===== src/pkg/osc_mult_pkg.sv =====
// Constants, types and helpers shared by the oscillator trim and multiplier control
package osc_mult_pkg;

    localparam int unsigned CLK_MHZ         = 100;

    // Register indices; byte address is four times the index
    localparam logic [7:0]  FINE_TRIM_IDX   = 8'h9E;
    localparam logic [7:0]  COARSE_TRIM_IDX = 8'hA2;
    localparam logic [7:0]  MULT_CTRL_IDX   = 8'h97;
    localparam int unsigned ADDR_IDX_LSB    = 2;
    localparam int unsigned ADDR_IDX_MSB    = 9;

    // Multiplier control field positions
    localparam int unsigned MC_ENABLE_BIT   = 7;
    localparam int unsigned MC_INIT_BIT     = 6;
    localparam int unsigned MC_LOCKED_BIT   = 5;
    localparam int unsigned MC_SCALE_MSB    = 4;
    localparam int unsigned MC_SCALE_LSB    = 2;
    localparam int unsigned MC_SRC_MSB      = 1;
    localparam int unsigned MC_SRC_LSB      = 0;

    localparam logic [7:0]  MULT_CTRL_RESET = 8'h00;
    localparam int unsigned COARSE_W        = 7;
    localparam int unsigned FINE_W          = 6;

    typedef enum logic [1:0] {
        SRC_EXT,
        SRC_INT_HALF,
        SRC_EXT_HALF,
        SRC_RESERVED
    } mult_src_t;

    // Burst shape of the multiplier pulse stream
    localparam int unsigned BURST_PULSES    = 4;
    localparam int unsigned FAST_GAP_NS     = 20;
    localparam int unsigned FAST_GAP_CYCLES =
        ((FAST_GAP_NS * CLK_MHZ + 999) / 1000 < 1) ? 1 : (FAST_GAP_NS * CLK_MHZ + 999) / 1000;

    // Least settle time before the locked flag may rise
    localparam int unsigned LOCK_TIME_NS    = 10000;
    localparam int unsigned LOCK_CYCLES     =
        ((LOCK_TIME_NS * CLK_MHZ + 999) / 1000 < 1) ? 1 : (LOCK_TIME_NS * CLK_MHZ + 999) / 1000;

    // Scale is 2/N; codes 0..2 give N=2, i.e. factor one
    function automatic logic [2:0] scale_den(input logic [2:0] code);
        logic [2:0] den;
        den = (code < 3'h2) ? 3'h2 : code;
        return den;
    endfunction : scale_den

endpackage : osc_mult_pkg


===== src/rtl/mult_pulse_gen.sv =====
// Multiplier pulse stream: four fast pulses per input edge, kept 2 of every N
`timescale 1ns/1ps
`default_nettype none
module mult_pulse_gen
    import osc_mult_pkg::*;
#(
    parameter int unsigned GAP_CYCLES = FAST_GAP_CYCLES
) (
    input  wire logic       clk,
    input  wire logic       sys_rst,
    input  wire logic       src_edge,
    input  wire logic       run,
    input  wire logic [2:0] scale_code,
    output logic            pulse_out
);

    localparam int unsigned GW = (GAP_CYCLES < 2) ? 1 : $clog2(GAP_CYCLES);

    logic [2:0]    left_ff;
    logic [2:0]    nxt_left;
    logic [GW-1:0] gap_ff;
    logic [GW-1:0] nxt_gap;
    logic [2:0]    phase_ff;
    logic [2:0]    nxt_phase;
    logic          pulse_ff;
    logic          nxt_pulse;
    logic [2:0]    den;

    always_comb begin
        den       = scale_den(scale_code);
        nxt_left  = left_ff;
        nxt_gap   = gap_ff;
        nxt_phase = phase_ff;
        nxt_pulse = 1'b0;
        if (!run) begin
            nxt_left  = 3'h0;
            nxt_gap   = '0;
            nxt_phase = 3'h0;
        end else if (src_edge) begin
            // Each input edge starts a fresh burst of fast pulses
            nxt_left = 3'(BURST_PULSES);
            nxt_gap  = '0;
        end else if (left_ff != 3'h0) begin
            if (gap_ff == '0) begin
                nxt_left  = left_ff - 3'h1;
                nxt_gap   = GW'(GAP_CYCLES - 1);
                // Two of every N fast pulses pass: factor 2/N
                nxt_pulse = (phase_ff < 3'h2);
                nxt_phase = (phase_ff >= den - 3'h1) ? 3'h0 : phase_ff + 3'h1;
            end else begin
                nxt_gap = gap_ff - GW'(1);
            end
        end
    end

    always_ff @(posedge clk) begin
        if (sys_rst) begin
            left_ff  <= 3'h0;
            gap_ff   <= '0;
            phase_ff <= 3'h0;
            pulse_ff <= 1'b0;
        end else begin
            left_ff  <= nxt_left;
            gap_ff   <= nxt_gap;
            phase_ff <= nxt_phase;
            pulse_ff <= nxt_pulse;
        end
    end

    assign pulse_out = pulse_ff;

    a_burst_ends: assert property (@(posedge clk) disable iff (sys_rst)
        (src_edge && run) ##1 (!src_edge && run)[*8] |-> (left_ff == 3'h0))
        else $error("burst did not end after four fast pulses");

    a_pulse_needs_run: assert property (@(posedge clk) disable iff (sys_rst)
        pulse_out |-> $past(run))
        else $error("pulse emitted while multiplier not running");

endmodule : mult_pulse_gen
`default_nettype wire


===== src/rtl/osc_trim_and_clock_multiplier.sv =====
// Oscillator trim registers and clock multiplier control behind an AHB-Lite slave
`timescale 1ns/1ps
`default_nettype none
module osc_trim_and_clock_multiplier
    import osc_mult_pkg::*;
#(
    parameter int unsigned LOCK_WAIT  = LOCK_CYCLES,
    parameter int unsigned GAP_CYCLES = FAST_GAP_CYCLES
) (
    input  wire logic                clk,
    input  wire logic                sys_rst,
    // AHB-Lite slave
    input  wire logic                hsel,
    input  wire logic [31:0]         haddr,
    input  wire logic [1:0]          htrans,
    input  wire logic                hwrite,
    input  wire logic [2:0]          hsize,
    input  wire logic [31:0]         hwdata,
    input  wire logic                hready,
    output logic                     hreadyout,
    output logic                     hresp,
    output logic [31:0]              hrdata,
    // Factory calibration words from the fuse block
    input  wire logic [COARSE_W-1:0] cal_coarse,
    input  wire logic [FINE_W-1:0]   cal_fine,
    // Raw oscillator clocks, asynchronous to clk
    input  wire logic                ext_osc_in,
    input  wire logic                int_osc_in,
    // Trim words to the oscillator
    output logic [COARSE_W-1:0]      coarse_trim,
    output logic [FINE_W-1:0]        fine_trim,
    // Multiplier status and pulse stream
    output logic                     mult_enable,
    output logic                     mult_locked,
    output logic                     mult_clk_pulse
);

    localparam int unsigned LW = $clog2(LOCK_WAIT + 1);

    // ---------------- Oscillator inputs: sync, edge, halving
    logic      ext_s1_ff;
    logic      ext_s2_ff;
    logic      ext_prev_ff;
    logic      int_s1_ff;
    logic      int_s2_ff;
    logic      int_prev_ff;
    logic      ext_half_ff;
    logic      int_half_ff;
    logic      nxt_ext_half;
    logic      nxt_int_half;
    logic      ext_rise;
    logic      int_rise;
    logic      src_edge;
    mult_src_t src_sel;

    always_comb begin
        ext_rise     = ext_s2_ff & ~ext_prev_ff;
        int_rise     = int_s2_ff & ~int_prev_ff;
        nxt_ext_half = ext_rise ? ~ext_half_ff : ext_half_ff;
        nxt_int_half = int_rise ? ~int_half_ff : int_half_ff;
        // Halved sources see every second rising edge
        unique case (src_sel)
            SRC_EXT:      src_edge = ext_rise;
            SRC_INT_HALF: src_edge = int_rise & ~int_half_ff;
            SRC_EXT_HALF: src_edge = ext_rise & ~ext_half_ff;
            SRC_RESERVED: src_edge = 1'b0;
        endcase
    end

    always_ff @(posedge clk) begin
        if (sys_rst) begin
            ext_s1_ff   <= 1'b0;
            ext_s2_ff   <= 1'b0;
            ext_prev_ff <= 1'b0;
            int_s1_ff   <= 1'b0;
            int_s2_ff   <= 1'b0;
            int_prev_ff <= 1'b0;
            ext_half_ff <= 1'b0;
            int_half_ff <= 1'b0;
        end else begin
            ext_s1_ff   <= ext_osc_in;
            ext_s2_ff   <= ext_s1_ff;
            ext_prev_ff <= ext_s2_ff;
            int_s1_ff   <= int_osc_in;
            int_s2_ff   <= int_s1_ff;
            int_prev_ff <= int_s2_ff;
            ext_half_ff <= nxt_ext_half;
            int_half_ff <= nxt_int_half;
        end
    end

    // ---------------- Bus address phase capture
    logic       ap_valid;
    logic       ap_hit;
    logic [7:0] ap_idx;
    logic       wr_ph_ff;
    logic       nxt_wr_ph;
    logic [7:0] wr_idx_ff;
    logic [7:0] nxt_wr_idx;
    logic [7:0] wbyte;
    logic       wr_fine;
    logic       wr_coarse;
    logic       wr_ctrl;

    always_comb begin
        ap_valid   = hsel & htrans[1] & hready;
        ap_idx     = haddr[ADDR_IDX_MSB:ADDR_IDX_LSB];
        ap_hit     = (haddr[31:ADDR_IDX_MSB+1] == '0) && (haddr[1:0] == 2'b00);
        nxt_wr_ph  = ap_valid & hwrite & ap_hit;
        nxt_wr_idx = ap_valid ? ap_idx : wr_idx_ff;
        // Narrow writes land in lane zero of an aligned word
        wbyte      = hwdata[7:0];
        wr_fine    = wr_ph_ff && (wr_idx_ff == FINE_TRIM_IDX);
        wr_coarse  = wr_ph_ff && (wr_idx_ff == COARSE_TRIM_IDX);
        wr_ctrl    = wr_ph_ff && (wr_idx_ff == MULT_CTRL_IDX);
    end

    always_ff @(posedge clk) begin
        if (sys_rst) begin
            wr_ph_ff  <= 1'b0;
            wr_idx_ff <= 8'h00;
        end else begin
            wr_ph_ff  <= nxt_wr_ph;
            wr_idx_ff <= nxt_wr_idx;
        end
    end

    // ---------------- Trim, control and lock state
    logic [COARSE_W-1:0] coarse_ff;
    logic [COARSE_W-1:0] nxt_coarse;
    logic [FINE_W-1:0]   fine_ff;
    logic [FINE_W-1:0]   nxt_fine;
    logic                en_ff;
    logic                nxt_en;
    logic                init_ff;
    logic                nxt_init;
    logic [2:0]          scale_ff;
    logic [2:0]          nxt_scale;
    logic [1:0]          src_ff;
    logic [1:0]          nxt_src;
    logic                locking_ff;
    logic                nxt_locking;
    logic                locked_ff;
    logic                nxt_locked;
    logic [LW-1:0]       lock_cnt_ff;
    logic [LW-1:0]       nxt_lock_cnt;

    always_comb begin
        nxt_coarse   = coarse_ff;
        nxt_fine     = fine_ff;
        nxt_en       = en_ff;
        nxt_init     = init_ff;
        nxt_scale    = scale_ff;
        nxt_src      = src_ff;
        nxt_locking  = locking_ff;
        nxt_locked   = locked_ff;
        nxt_lock_cnt = lock_cnt_ff;
        // Upper bits of the trim writes are dropped
        if (wr_coarse) begin
            nxt_coarse = wbyte[COARSE_W-1:0];
        end
        if (wr_fine) begin
            nxt_fine = wbyte[FINE_W-1:0];
        end
        if (locking_ff) begin
            if (lock_cnt_ff == '0) begin
                nxt_locking = 1'b0;
                nxt_locked  = 1'b1;
            end else begin
                nxt_lock_cnt = lock_cnt_ff - LW'(1);
            end
        end
        if (wr_ctrl) begin
            nxt_en    = wbyte[MC_ENABLE_BIT];
            nxt_init  = wbyte[MC_INIT_BIT];
            nxt_scale = wbyte[MC_SCALE_MSB:MC_SCALE_LSB];
            nxt_src   = wbyte[MC_SRC_MSB:MC_SRC_LSB];
            // A rewrite keeps a held lock only with enable set and init clear; init restarts it only if already enabled
            nxt_locked   = locked_ff & wbyte[MC_ENABLE_BIT] & ~wbyte[MC_INIT_BIT];
            nxt_locking  = 1'b0;
            nxt_lock_cnt = '0;
            if (wbyte == 8'h00) begin
                nxt_locked = 1'b0;
            end else if (en_ff && wbyte[MC_ENABLE_BIT] && wbyte[MC_INIT_BIT]) begin
                nxt_locking  = 1'b1;
                nxt_lock_cnt = LW'(LOCK_WAIT - 1);
            end
        end
    end

    always_ff @(posedge clk) begin
        if (sys_rst) begin
            // Calibration words are caught while reset is held
            coarse_ff   <= cal_coarse;
            fine_ff     <= cal_fine;
            en_ff       <= MULT_CTRL_RESET[MC_ENABLE_BIT];
            init_ff     <= MULT_CTRL_RESET[MC_INIT_BIT];
            scale_ff    <= MULT_CTRL_RESET[MC_SCALE_MSB:MC_SCALE_LSB];
            src_ff      <= MULT_CTRL_RESET[MC_SRC_MSB:MC_SRC_LSB];
            locking_ff  <= 1'b0;
            locked_ff   <= 1'b0;
            lock_cnt_ff <= '0;
        end else begin
            coarse_ff   <= nxt_coarse;
            fine_ff     <= nxt_fine;
            en_ff       <= nxt_en;
            init_ff     <= nxt_init;
            scale_ff    <= nxt_scale;
            src_ff      <= nxt_src;
            locking_ff  <= nxt_locking;
            locked_ff   <= nxt_locked;
            lock_cnt_ff <= nxt_lock_cnt;
        end
    end

    // ---------------- Read data, taken from next values so a write reads back at once
    logic [31:0] hrdata_ff;
    logic [31:0] nxt_hrdata;

    always_comb begin
        nxt_hrdata = hrdata_ff;
        if (ap_valid && !hwrite) begin
            nxt_hrdata = 32'h0000_0000;
            if (ap_hit) begin
                unique case (ap_idx)
                    COARSE_TRIM_IDX: nxt_hrdata[COARSE_W-1:0] = nxt_coarse;
                    FINE_TRIM_IDX:   nxt_hrdata[FINE_W-1:0] = nxt_fine;
                    MULT_CTRL_IDX:   nxt_hrdata[7:0] = {nxt_en, nxt_init, nxt_locked,
                                                        nxt_scale, nxt_src};
                    default:         nxt_hrdata = 32'h0000_0000;
                endcase
            end
        end
    end

    always_ff @(posedge clk) begin
        if (sys_rst) begin
            hrdata_ff <= 32'h0000_0000;
        end else begin
            hrdata_ff <= nxt_hrdata;
        end
    end

    // Zero wait states; the slave never stalls or errors
    assign hreadyout   = 1'b1;
    assign hresp       = 1'b0;
    assign hrdata      = hrdata_ff;
    assign coarse_trim = coarse_ff;
    assign fine_trim   = fine_ff;
    assign mult_enable = en_ff;
    assign mult_locked = locked_ff;
    assign src_sel     = mult_src_t'(src_ff);

    // Pulses only flow once locked
    mult_pulse_gen #(
        .GAP_CYCLES (GAP_CYCLES)
    ) i_mult_pulse_gen (
        .clk        (clk),
        .sys_rst    (sys_rst),
        .src_edge   (src_edge),
        .run        (locked_ff & en_ff),
        .scale_code (scale_ff),
        .pulse_out  (mult_clk_pulse)
    );

    // ---------------- Checks
    logic          rd_ph_ff;
    logic [7:0]    rd_idx_ff;
    // Cycles in the current lock sequence; a restarting write starts over
    logic [LW-1:0] lock_age_ff;

    always_ff @(posedge clk) begin
        if (sys_rst) begin
            rd_ph_ff    <= 1'b0;
            rd_idx_ff   <= 8'h00;
            lock_age_ff <= '0;
        end else begin
            rd_ph_ff    <= ap_valid & ~hwrite & ap_hit;
            rd_idx_ff   <= ap_idx;
            lock_age_ff <= (locking_ff && !wr_ctrl) ? lock_age_ff + LW'(1) : LW'(0);
        end
    end

    a_coarse_top_zero: assert property (@(posedge clk) disable iff (sys_rst)
        (rd_ph_ff && rd_idx_ff == COARSE_TRIM_IDX) |-> (hrdata[31:7] == '0))
        else $error("coarse trim read shows upper bits set");

    a_fine_top_zero: assert property (@(posedge clk) disable iff (sys_rst)
        (rd_ph_ff && rd_idx_ff == FINE_TRIM_IDX) |-> (hrdata[31:6] == '0))
        else $error("fine trim read shows upper bits set");

    a_cal_loaded: assert property (@(posedge clk)
        $fell(sys_rst) |-> (coarse_trim == $past(cal_coarse)) && (fine_trim == $past(cal_fine)))
        else $error("trim words not loaded from calibration at reset");

    a_ctrl_reset_zero: assert property (@(posedge clk)
        $fell(sys_rst) |-> !mult_enable && !mult_locked && scale_ff == 3'h0 && src_ff == 2'h0)
        else $error("multiplier control not zero after reset");

    a_zero_stops: assert property (@(posedge clk) disable iff (sys_rst)
        (wr_ctrl && wbyte == 8'h00) |=> !mult_locked ##1 !mult_clk_pulse)
        else $error("zero write did not stop the multiplier");

    a_lock_needs_init: assert property (@(posedge clk) disable iff (sys_rst)
        $rose(mult_locked) |-> $past(locking_ff) && mult_enable)
        else $error("locked flag rose without a lock sequence");

    a_lock_bounded: assert property (@(posedge clk) disable iff (sys_rst)
        locking_ff |-> (lock_age_ff < LW'(LOCK_WAIT)))
        else $error("lock sequence did not finish in time");

endmodule : osc_trim_and_clock_multiplier
`default_nettype wire


===== config.mk =====
export PLATFORM = sky130hd
export DESIGN_NAME = osc_trim_and_clock_multiplier
export DESIGN_NICKNAME = d
export VERILOG_FILES = /design/src/pkg/osc_mult_pkg.sv /design/src/rtl/mult_pulse_gen.sv /design/src/rtl/osc_trim_and_clock_multiplier.sv
export SDC_FILE = /design/constraint.sdc
export NUM_CORES = 1
export LEC_CHECK = 0
export BUFFER_PORTS_ARGS = -buffer_cell sky130_fd_sc_hd__buf_4
export CELL_PAD_IN_SITES_DETAIL_PLACEMENT = 0
export CELL_PAD_IN_SITES_GLOBAL_PLACEMENT = 2
export CORE_MARGIN = 8
export CORE_UTILIZATION = 28
export CTS_CLUSTER_SIZE = 12
export DETAILED_ROUTE_END_ITERATION = 6
export PLACE_DENSITY = 0.82
export SYNTH_ARGS = -nofsm -noshare
export SYNTH_HDL_FRONTEND = slang
export SYNTH_HIERARCHICAL = 1
export SYNTH_SLANG_ARGS = --single-unit

===== constraint.sdc =====
create_clock -name clk -period 2.3 [get_ports clk]
set_input_delay 0.46 -clock clk [delete_from_list [all_inputs] [get_ports clk]]
set_output_delay 0.46 -clock clk [all_outputs]
set_load 0.05 [all_outputs]

# Word-level counts from Yosys, hierarchy flattened
# Cells that the tools add are included.
# classes
add_sub_neg	5
n_lt_le_gt_ge	3
eq_ne	11
mux	33
bitwise_logic	20
n_reduce_logical	23
# op_table
operator	count
$mux 10	5
$eq 8x8->1 const B	6
$logic_not 22->1	1
$mux 3	6
$pmux 6 s3	1
$mux 7	2
$mux 1	13
$mux 6	2
$and 1x1->1	11
$logic_not 10->1	1
$sub 10x1->10 const B	1
$not 1->1	9
$logic_not 8->1	1
$mux 8	1
$logic_and 1x1->1	7
$lt 3x2->1 const B	2
$reduce_and 2->1	3
$sub 3x1->3 const B	2
$reduce_or 5->1	1
$eq 2x2->1 const B	2
$logic_not 2->1	2
$pmux 1 s4	1
$reduce_bool 2->1	2
$add 3x1->3 const B	1
12 further kinds	12
# word_totals
regBits	89
inputBits	89
output_inout_bits	50
wordCells	120

# Depth between registers and ports, before layout
# Gate-level depths: netlist (run 1).
# logic_depth
ltp_word	6
mapped_depth	8
mapped_depth_nobuf	8

# Hierarchy
# The synthesis (run 1) kept the hierarchy.
# modules_own_cells
mod	instances	cells_each	area_each_um2	seq_area_each_um2
osc_trim_and_clock_multiplier	1	329	3041.7	1141.1
mult_pulse_gen	1	55	473.0	160.2

# Least setup slack after synthesis (run 1)
# Ideal clock, no wire load.
# synth_path
path_kind	register to register
start	reg scale_ff[2]
end	reg i_mult_pulse_gen.phase_ff[1]
setup_ns	0.070
arrival_time_ns	1.819
required_time_ns	2.230
path_slack_ns	0.411
stages_incl_launch_ff	9
path_buffers	0
period_less_slack_ns	1.889
path_cell_list	dfxtp_1 -> o21ai_0 -> ha_1 -> xnor2_1 -> ha_1 -> a21oi_1 -> o21ai_0 -> or3_1 -> a21oi_1
# synth_via
elab_chain_cells	5
# synth_rtl
element	line	source
start: declaration	osc_trim_and_clock_multiplier.sv:137	logic [2:0] scale_ff;
start signal: assignment	osc_trim_and_clock_multiplier.sv:198	scale_ff <= MULT_CTRL_RESET[MC_SCALE_MSB:MC_SCALE_LSB];
start signal: assignment	osc_trim_and_clock_multiplier.sv:208	scale_ff <= nxt_scale;
$lt 3x2->1	osc_mult_pkg.sv:47	den = (code < 3'h2) ? 3'h2 : code;
$mux 3 (*)	osc_mult_pkg.sv:47	
$sub 3x1->3 (*)	mult_pulse_gen.sv:49	nxt_phase = (phase_ff >= den - 3'h1) ? 3'h0 : phase_ff + 3'h1;
$ge 3x3->1 (*)	mult_pulse_gen.sv:49	
$mux 3 (*)	mult_pulse_gen.sv:49	
end signal: assignment	mult_pulse_gen.sv:65	phase_ff <= nxt_phase;
end: declaration	mult_pulse_gen.sv:23	logic [2:0] phase_ff;
# Every way passes the cells marked *; elsewhere a longest branch is shown, timed or not.
# A chain may end at the register's enable or synchronous reset.

# Worst setup path after layout (run 1)
# Same ends and word-level chain as after synthesis.

==> flow_summary_export.csv, run 1 <==
group,metric,value,unit
placement,place_congestion,0.763,
hold_path,min_path_cells,2,
clock_tree,htreeDepth,3,
die,die_h,128,um
sta,hold_viol,0,
clock_tree,clkLatencyLatePin,0.33,ns
placement,numPortBuffers,84,
cells_and_area,diodes,0,
run_status,status,"finished clean",
yosys,ys_seq_elements,65,
die,initial_core_util,28.3,%
global_routing,antenna_found_initial,0,
routing,via_count,2971,
power_and_ir_drop,ir_drop,0.280,mV
yosys,ys_warn_count,6,
setup_path,path_class,"reg2reg",
routing,drc,0,
sta,fmax,0.478,GHz
hold_path,worstHoldPathType,"in2reg",
run,maxCapViolations,0,
clock_tree,postCtsSetupBuffers,0,
yosys,yosysSeqAreaShare,37.0,%
placement,dpl-instance-area,4220,um^2
power_and_ir_drop,powerDensity,631,nW/um^2
yosys,async_flop_share,0,%
yosys,synth-edff-count,0,
sta,skew,0.00805,ns
routing,viasPerCell,4.59,
routing,dr.pass1.iters,4,
global_routing,grt_util_all_layers,11.6,%
yosys,synth_cell_types,66,
routing,wl,9.23,mm
clock_tree,path_clk_slew,0.06,ns
setup_path,worstSetupEndpointType,"flop",
cells_and_area,nets,568,
clock_tree,cts_resized,0,
cells_and_area,drive_gt1_share,31.4,%
die,ios,139,
sta,finalSetupViolCount,0,
clock_tree,cts_root_buf,"clkbuf_16",
sta,layout_min_cycle_time,2.09,ns
die,fp-row-count,41,
setup_path,arrival,2.34,ns
global_routing,grt_max_degree,39,
yosys,synth_area,3510,um^2
sta,fin_crit_sh,90.9,%
die,core_area,12400,um^2
sta,drv_slew,0,
die,die-area,16400,um^2
clock_tree,clkSinkCount,65,
global_routing,grt_pass1_wl,15.2,mm
cells_and_area,layout_common_cells,"buf_4, dfxtp_1, nand2_1",
die,die_w,128,um
cells_and_area,areaGrowthSynthToFinish,27.7,%
setup_path,worst_r2r_path_depth,8,
routing,wl_per_cell,14.3,um
power_and_ir_drop,cellLeakagePower,1.81,nW
setup_path,critPathLaunchType,"flop",
clock_tree,ctsHoldBuffers,0,
clock_tree,cts_tree,"yes",
global_routing,grt_overflow,0,
routing,ant_nets,0,
setup_path,critPathMaxFanout,4,
cells_and_area,stdcell_area,4490,um^2
sta,tns,0,ns
routing,dr.first_iter.drc_count,126,
cells_and_area,final_common_cell,"buf_4",
global_routing,grt_pass1_vias,3039,
cells_and_area,nFillCells,1353,
sta,rsz0062_at_grt,"false",
power_and_ir_drop,power,2.83,mW
yosys,synthCells,384,
clock_tree,numCtsBuffers,9,
setup_path,cp.required,2.55,ns
yosys,synth_ff_type,"dfxtp_1",
placement,dp_hpwl,7.03,mm
clock_tree,cts_buffer_depth,2,
setup_path,r2r_slack,0.21,ns
yosys,syn_area_per_cell,9.15,um^2
## synth_stat cells (4+ instances only)
| master | instances | area share (%) |
|---|---|---|
| dfxtp_1 | 65 | 37 |
| nand2_1 | 42 | 4.5 |
| buf_4 | 27 | 5.8 |
| nor2_1 | 27 | 2.9 |
| a21oi_1 | 20 | 2.8 |
| mux2_2 | 17 | 5.4 |
| inv_1 | 14 | 1.5 |
| nand3_1 | 13 | 1.9 |
| nor2b_1 | 12 | 2.1 |
| ha_1 | 9 | 3.2 |
| mux2i_1 | 8 | 2.3 |
| nand2b_1 | 7 | 1.2 |
| nor4_1 | 7 | 1.2 |
| nor3_1 | 6 | 0.85 |
| a221oi_1 | 5 | 1.2 |
| mux2_4 | 5 | 2.1 |
| a21boi_0 | 4 | 0.85 |
| a31oi_1 | 4 | 0.71 |
| and3_1 | 4 | 0.71 |
| and4b_1 | 4 | 1.1 |
| buf_1 | 4 | 0.43 |
| xnor2_1 | 4 | 1.0 |
## worst max-delay path, stage by stage, from the launching register on
cell and delay [ns]:
dfxtp_1 0.34, o21ai_0 0.26, ha_1 0.22, xnor2_1 0.11
ha_1 0.26, a21oi_1 0.17, o21ai_0 0.16, or3_1 0.37
a21oi_1 0.14
## worst paths after layout
| check | from | to |
|---|---|---|
| min reg2reg | ext_s1_ff | ext_s2_ff |
| min | ext_osc_in | ext_s1_ff |
| max | scale_ff[2] | i_mult_pulse_gen/phase_ff[1] |
| max reg2reg | scale_ff[2] | i_mult_pulse_gen/phase_ff[1] |
## per-stage QoR
step	hold slack [ns]	utilization, %	instances	worst slack, ns
after detailed placement	0.429	34.0	631	0.237
after global placement	0.441	34.0	631	0.278
final	0.344	36.2	647	0.210
after CTS	0.334	36.2	647	0.207
after global routing	0.347	36.2	647	0.0441
after floorplan	0.414	-	408	0.411
## cells by family after synthesis
kind of cell             after synthesis  synth area share, %
AND/OR/NAND/NOR                      150                 23.7
flip-flops                            65                 37.0
adder cells (fa/ha/maj)                9                 3.20
XOR/XNOR                               7                 1.74
multiplexers                          30                 9.86
buffers and inverters                 55                 10.1
AO/OA/AOI/OAI                         66                 14.2
other                                  2                0.214
## layout make-up
class	count	area [um^2]	share of cell area, %
Multi-Input combinational cell	288	1960	43.6
Sequential cell	65	1300	29.0
Timing Repair Buffer	92	691	15.4
Inverter	14	52.6	1.17
Clock inverter	7	47.5	1.06
Clock buffer	9	225	5.02
Tap cell	172	215	4.80
## sequential cells by signal, indices dropped and copies added, names as in the netlist
register,count
int_prev_ff,1
mult_locked,1
wr_idx_ff,8
hrdata,8
init_ff,1
i_mult_pulse_gen/left_ff,3
wr_ph_ff,1
ext_half_ff,1
locking_ff,1
int_s1_ff,1
ext_s2_ff,1
scale_ff,3
ext_prev_ff,1
int_half_ff,1
coarse_trim,7
int_s2_ff,1
src_ff,2
i_mult_pulse_gen/pulse_out,1
ext_s1_ff,1
i_mult_pulse_gen/phase_ff,3
mult_enable,1
lock_cnt_ff,10
i_mult_pulse_gen/gap_ff,1
fine_trim,6
## layer usage
layer  vias to the layer above  routed length, um  global-route usage (%)
met5                         -                  0                       0
met4                         0                139                    4.20
met3                        11                497                    3.70
met2                        74               4430                    19.0
met1                      1399               4170                    13.9
li1                       1487                  -                       -
## report_power, final
group | switching, mW | total (mW) | internal [mW]
clock | 0.505 | 1.23 | 0.725
combinational | 0.264 | 0.417 | 0.153
sequential | 0.0232 | 1.19 | 1.16
(Power assumes the default switching activity.)
==> run 2, diff against run 1 <==
--- a/config.mk
+++ b/config.mk
@@ -9,10 +9,10 @@
 export CELL_PAD_IN_SITES_DETAIL_PLACEMENT = 0
 export CELL_PAD_IN_SITES_GLOBAL_PLACEMENT = 2
 export CORE_MARGIN = 8
-export CORE_UTILIZATION = 28
+export CORE_UTILIZATION = 30
 export CTS_CLUSTER_SIZE = 12
 export DETAILED_ROUTE_END_ITERATION = 6
-export PLACE_DENSITY = 0.82
+export PLACE_DENSITY = 0.87
 export SYNTH_ARGS = -nofsm -noshare
 export SYNTH_HDL_FRONTEND = slang
 export SYNTH_HIERARCHICAL = 1
==> constraint.sdc (replaced) <==
create_clock -name clk -period 2.6 [get_ports clk]
set_input_delay 0.52 -clock clk [delete_from_list [all_inputs] [get_ports clk]]
set_output_delay 0.52 -clock clk [all_outputs]
set_load 0.05 [all_outputs]
==> run 2 against run 1 <==
  * Clock skew about the same
  * Clock-buffer cell count stayed put
  * Via count unchanged
  * Sequential share of layout area grew 0.13 points
  * Critical path depth stayed put
  * Combinational power shrank 12%
  * Die area decreased by 5.8%
  * Largest power group unchanged
==> flow_summary_export.csv, run 2 (synthesis gave the netlist of run 1 again) <==
group,metric,value,unit
setup_path,worst_r2r_path_depth,8,
clock_tree,cts_tree,"yes",
clock_tree,cts_root_buf,"clkbuf_16",
sta,tns,0,ns
die,die_h,124,um
die,core_area,11400,um^2
routing,wl_per_cell,15.0,um
cells_and_area,largest_register_ffs,10,
cells_and_area,diodes,0,
power_and_ir_drop,powerDensity,590,nW/um^2
clock_tree,cts_buffer_depth,2,
routing,ant_nets,0,
hold_path,min_path_cells,2,
cells_and_area,areaGrowthSynthToFinish,27.1,%
setup_path,critPathMaxFanout,4,
die,initial_core_util,30.8,%
sta,worst_pin_slew,0.537,ns
sta,hold_viol,0,
placement,place_congestion,0.762,
clock_tree,postCtsSetupBuffers,0,
cells_and_area,nFillCells,1185,
global_routing,antenna_found_initial,0,
routing,via_count,2971,
setup_path,critPathLaunchType,"flop",
setup_path,path_class,"reg2reg",
global_routing,grt_pass1_wl,15.6,mm
die,die_w,124,um
cells_and_area,stdcell_area,4470,um^2
hold_path,min_to,"int_s1_ff",
cells_and_area,multi_input_area,1960,um^2
run_status,status,"finished clean",
sta,fmax,0.476,GHz
die,fp-row-count,39,
setup_path,slowest_delay,0.37,ns
clock_tree,path_clk_slew,0.06,ns
setup_path,crit_slowest_cell,"or3_1",
cells_and_area,drive_gt1_share,31.1,%
routing,wl,9.24,mm
routing,dr.first_iter.drc_count,112,
setup_path,worstSetupEndpointType,"flop",
die,die-area,15400,um^2
cells_and_area,layout_common_cells,"buf_4, dfxtp_1, nand2_1",
setup_path,worst-path-buf-inv,0,
clock_tree,ctsHoldBuffers,0,
global_routing,grt_pass1_vias,3116,
setup_path,r2r_slack,0.50,ns
setup_path,cp.required,2.86,ns
sta,layout_min_cycle_time,2.10,ns
hold_path,hp-start,"int_osc_in",
placement,dp_hpwl,7.01,mm
cells_and_area,nets,566,
cells_and_area,area.sequential,1300,um^2
power_and_ir_drop,ir_drop,0.260,mV
clock_tree,clkLatencyLatePin,0.33,ns
setup_path,arrival,2.36,ns
sta,slew_headroom,64.2,%
global_routing,grt_max_degree,47,
cells_and_area,top_register,"lock_cnt_ff",
placement,dpl-instance-area,4160,um^2
sta,skew,0.00853,ns
power_and_ir_drop,cellLeakagePower,1.80,nW
sta,drv_slew,0,
placement,numPortBuffers,84,
setup_path,r2r_end,"i_mult_pulse_gen/phase_ff[1]",
die,ios,139,
sta,hold_ws,0.399,ns
setup_path,timing.rr.start,"scale_ff[2]",
run,maxCapViolations,0,
clock_tree,numCtsBuffers,9,
sta,finalSetupViolCount,0,
setup_path,crit_path_cell_trace,"o21ai_0, ha_1, xnor2_1, ha_1, a21oi_1, o21ai_0, or3_1, a21oi_1",
sta,rsz0062_at_grt,"false",
routing,viasPerCell,4.82,
routing,dr.pass1.iters,4,
cells_and_area,final_common_cell,"buf_4",
sta,fin_crit_sh,80.8,%
global_routing,grt_overflow,0,
clock_tree,clkSinkCount,65,
clock_tree,htreeDepth,3,
global_routing,grt_util_all_layers,12.0,%
setup_path,crit_family,"compound AO/OA/AOI/OAI gates",
clock_tree,cts_resized,0,
hold_path,worstHoldPathType,"in2reg",
routing,drc,0,
## run 2: worst max path at each step
| stage | cells past startpoint | from | endpoint |
|---|---|---|---|
| global placement | 6 | haddr[8] | hrdata[2] |
| CTS | 8 | scale_ff[2] | i_mult_pulse_gen/phase_ff[1] |
| floorplan | 8 | scale_ff[2] | i_mult_pulse_gen/phase_ff[1] |
| detailed placement | 6 | haddr[5] | hrdata[2] |
| finish | 8 | scale_ff[2] | i_mult_pulse_gen/phase_ff[1] |
| global route | 8 | scale_ff[2] | i_mult_pulse_gen/phase_ff[0] |
## run 2: cell type report
type | instances | area share, %
clock buffer | 9 | 5.04
clock inverter | 7 | 1.76
sequential | 65 | 29.1
timing repair buffer | 90 | 15.1
multi-input combinational | 288 | 43.8
tap | 143 | 4.00
inverter | 14 | 1.18
## run 2: per-stage QoR
step | utilization [%] | setup slack, ns | power [mW] | cells
finish | 39.1 | 0.500 | 2.64 | 616
global route | 39.1 | 0.308 | 2.75 | 616
CTS | 39.1 | 0.482 | 2.67 | 616
detailed placement | 36.5 | 0.447 | 1.44 | 600
global placement | 36.5 | 0.517 | 1.44 | 600
floorplan | - | 0.711 | 1.33 | 408
## run 2: where the power goes
part	leakage [nW]	switching, mW	internal [mW]	total, mW
Sequential	0.530	0.0205	1.03	1.05
Clock	0.139	0.472	0.750	1.22
Combinational	1.13	0.233	0.135	0.369
## run 2: per-layer routing
metal | track usage (%) | vias up | part of all wire (%)
met3 | 3.87 | 9 | 6.1
li1 | - | 1494 | -
met1 | 14.1 | 1380 | 45
met4 | 4.89 | 0 | 1.5
met5 | 0 | - | 0
met2 | 19.5 | 88 | 48
==> run 3, diff against run 2 <==
--- a/config.mk
+++ b/config.mk
@@ -5,14 +5,15 @@
 export SDC_FILE = /design/constraint.sdc
 export NUM_CORES = 1
 export LEC_CHECK = 0
+export ABC_AREA = 1
 export BUFFER_PORTS_ARGS = -buffer_cell sky130_fd_sc_hd__buf_4
 export CELL_PAD_IN_SITES_DETAIL_PLACEMENT = 0
 export CELL_PAD_IN_SITES_GLOBAL_PLACEMENT = 2
 export CORE_MARGIN = 8
-export CORE_UTILIZATION = 30
+export CORE_UTILIZATION = 23
 export CTS_CLUSTER_SIZE = 12
 export DETAILED_ROUTE_END_ITERATION = 6
-export PLACE_DENSITY = 0.87
+export PLACE_DENSITY = 0.78
 export SYNTH_ARGS = -nofsm -noshare
 export SYNTH_HDL_FRONTEND = slang
 export SYNTH_HIERARCHICAL = 1
==> constraint.sdc (replaced) <==
create_clock -name clk -period 1.83 [get_ports clk]
set_input_delay 0.366 -clock clk [delete_from_list [all_inputs] [get_ports clk]]
set_output_delay 0.366 -clock clk [all_outputs]
set_load 0.05 [all_outputs]
==> run 3 against run 2 <==
  * Global-route usage down 1.0 points
  * Via count increased by 20%
  * Highest routed layer unchanged
  * Fmax is 27% higher
  * Clock power increased by 34%
  * Flip-flop and latch count unchanged
  * Combinational power grew 43%
==> flow_summary_export.csv, run 3 <==
group,metric,value,unit
run_status,status,"finished clean",
global_routing,grt_pass1_vias,3670,
power_and_ir_drop,switching_share,27.6,%
yosys,syn_area_per_cell,6.77,um^2
clock_tree,clkSinkCount,65,
setup_path,crit_path_end,"lock_cnt_ff[7]",
global_routing,grt_pass1_wl,17.5,mm
routing,ant_nets,0,
routing,dr.pass1.iters,5,
sta,tns,0,ns
die,die_h,142,um
setup_path,worst_r2r_path_depth,7,
routing,wl_per_cell,12.3,um
setup_path,timing.rr.start,"wr_ph_ff",
cells_and_area,nets,733,
power_and_ir_drop,internal-power,2.64,mW
die,core_area,15700,um^2
setup_path,r2r_end,"lock_cnt_ff[7]",
sta,skew,0.00344,ns
setup_path,r2r_slack,0.18,ns
yosys,synthTopCellsByArea,"dfxtp_1, nand2_1, nand3_1, inv_1, nor2_1",
sta,hold_ws,0.217,ns
setup_path,path_class,"reg2reg",
clock_tree,cts_tree,"yes",
cells_and_area,drive_gt1_share,23.2,%
clock_tree,cts_buffer_depth,2,
clock_tree,clkLatencyLatePin,0.34,ns
yosys,synth.most_common_cell,"nand2_1",
clock_tree,htreeDepth,3,
power_and_ir_drop,cellLeakagePower,2.26,nW
setup_path,worstSetupEndpointType,"flop",
yosys,synthCells,539,
die,initial_core_util,23.2,%
hold_path,worstHoldPathType,"in2reg",
power_and_ir_drop,p_comb_share,14.5,%
cells_and_area,layout_common_cells,"nand2_1, buf_4, inv_1",
global_routing,antenna_found_initial,0,
cells_and_area,areaGrowthSynthToFinish,31.3,%
clock_tree,numCtsBuffers,9,
yosys,async_flop_share,0,%
cells_and_area,top_register,"lock_cnt_ff",
die,die_w,142,um
setup_path,cp.required,2.05,ns
global_routing,grt_max_degree,37,
power_and_ir_drop,clkPwrFrac,44.8,%
cells_and_area,diodes,0,
yosys,ys_warn_count,6,
power_and_ir_drop,power.switching,1.01,mW
routing,dr.first_iter.drc_count,171,
yosys,synth.top_cell.area_share,35.7,%
setup_path,crit_start,"wr_ph_ff",
power_and_ir_drop,powerDensity,761,nW/um^2
sta,hold_viol,0,
routing,viasPerCell,4.16,
clock_tree,path_clk_slew,0.05,ns
routing,wl,10.5,mm
sta,fmax,0.605,GHz
sta,layout_min_cycle_time,1.65,ns
cells_and_area,largest_register_ffs,10,
yosys,synth_top_area_cell,"dfxtp_1",
die,ios,139,
die,die-area,20200,um^2
placement,dp_hpwl,8.46,mm
setup_path,critPathLaunchType,"flop",
sta,drv_slew,0,
cells_and_area,final_common_cell,"nand2_1",
placement,numPortBuffers,84,
yosys,synth-edff-count,0,
sta,rsz0062_at_grt,"false",
power_and_ir_drop,ir_drop,0.336,mV
power_and_ir_drop,seq_power_share,40.7,%
clock_tree,cts_resized,0,
yosys,synth_common_cells,"nand2_1, inv_1, nand3_1",
clock_tree,cts_root_buf,"clkbuf_16",
setup_path,arrival,1.88,ns
global_routing,grt_util_all_layers,10.9,%
yosys,yosysSeqAreaShare,35.7,%
clock_tree,ctsHoldBuffers,0,
routing,drc,0,
routing,via_count,3555,
setup_path,critPathMaxFanout,9,
run,maxCapViolations,0,
yosys,synth_ff_type,"dfxtp_1",
die,fp-row-count,46,
global_routing,grt_overflow,0,
yosys,synth_cell_types,34,
sta,fin_crit_sh,90.4,%
clock_tree,postCtsSetupBuffers,0,
yosys,synth_area,3650,um^2
placement,place_congestion,0.820,
sta,finalSetupViolCount,0,
yosys,ys_seq_elements,65,
==> run 3: cell count changes after synthesis, sizes merged, moves of 12 or more <==
cell   delta
nand2    +81
inv      +66
nand3    +62
nor2     +36
mux2     -22
o21ai    +22
a21oi    +13
nor2b    -12
==> run 3: per-layer routing <==
metal | share of wire [%] | global-route usage [%]
met1 | 47 | 13.0
met2 | 45 | 17.5
met3 | 5.3 | 2.82
met4 | 2.4 | 6.11
met5 | 0 | 0
==> run 3: through the flow <==
| step | setup slack (ns) | util [%] | total power [mW] | instances | cell area [um^2] |
|---|---|---|---|---|---|
| after floorplan | 0.309 | - | 1.89 | 563 | 3740 |
| after global routing | 0.00618 | 30.5 | 3.80 | 855 | 4790 |
| after global placement | 0.162 | 28.6 | 2.04 | 840 | 4500 |
| final | 0.176 | 30.5 | 3.65 | 855 | 4790 |
| after CTS | 0.129 | 30.4 | 3.70 | 855 | 4780 |
| after detailed placement | 0.136 | 28.6 | 2.05 | 840 | 4500 |
==> run 3: cell type report <==
cell class / instances / area (um^2)
clock inverter: 3 / 15.0
multi-input combinational: 382 / 1910
sequential: 65 / 1300
tap: 216 / 270
inverter: 81 / 312
timing repair buffer: 96 / 721
clock buffer: 12 / 267
fill: 1771 / 10900
==> run 3: critical path, cell delays in order, from the launching register on <==
cell,delay (ns)
dfxtp_1,0.42
nand2_2,0.12
nor3_4,0.34
nand2_4,0.15
nand2_2,0.22
nand2_4,0.09
inv_4,0.12
a21oi_2,0.06
==> run 3: cells by family after synthesis <==
| group | share of synthesized area (%) |
|---|---|
| other | 0.206 |
| adder cells (fa/ha/maj) | 3.09 |
| AO/OA/AOI/OAI | 9.74 |
| flip-flops | 35.7 |
| XOR/XNOR | 0.480 |
| AND/OR/NAND/NOR | 36.0 |
| buffers and inverters | 14.8 |
==> run 3: worst min-delay path by stage <==
stage                     endpoint  cells past startpoint  slack (ns)           from
floorplan                ext_s2_ff                      2        0.39      ext_s1_ff
global placement         int_s2_ff                      2        0.40      int_s1_ff
detailed placement       int_s2_ff                      2        0.39      int_s1_ff
CTS                 coarse_trim[5]                      3        0.21  cal_coarse[5]
global route          fine_trim[4]                      3        0.22    cal_fine[4]
finish              coarse_trim[5]                      3        0.22  cal_coarse[5]
==> run 3: power groups by stage <==
stage               clock network, mW  logic (mW)  registers (mW)
floorplan                           0       0.286            1.60
global placement                    0       0.528            1.51
detailed placement                  0       0.531            1.51
CTS                              1.69       0.532            1.48
global route                     1.74       0.572            1.49
finish                           1.63       0.529            1.48
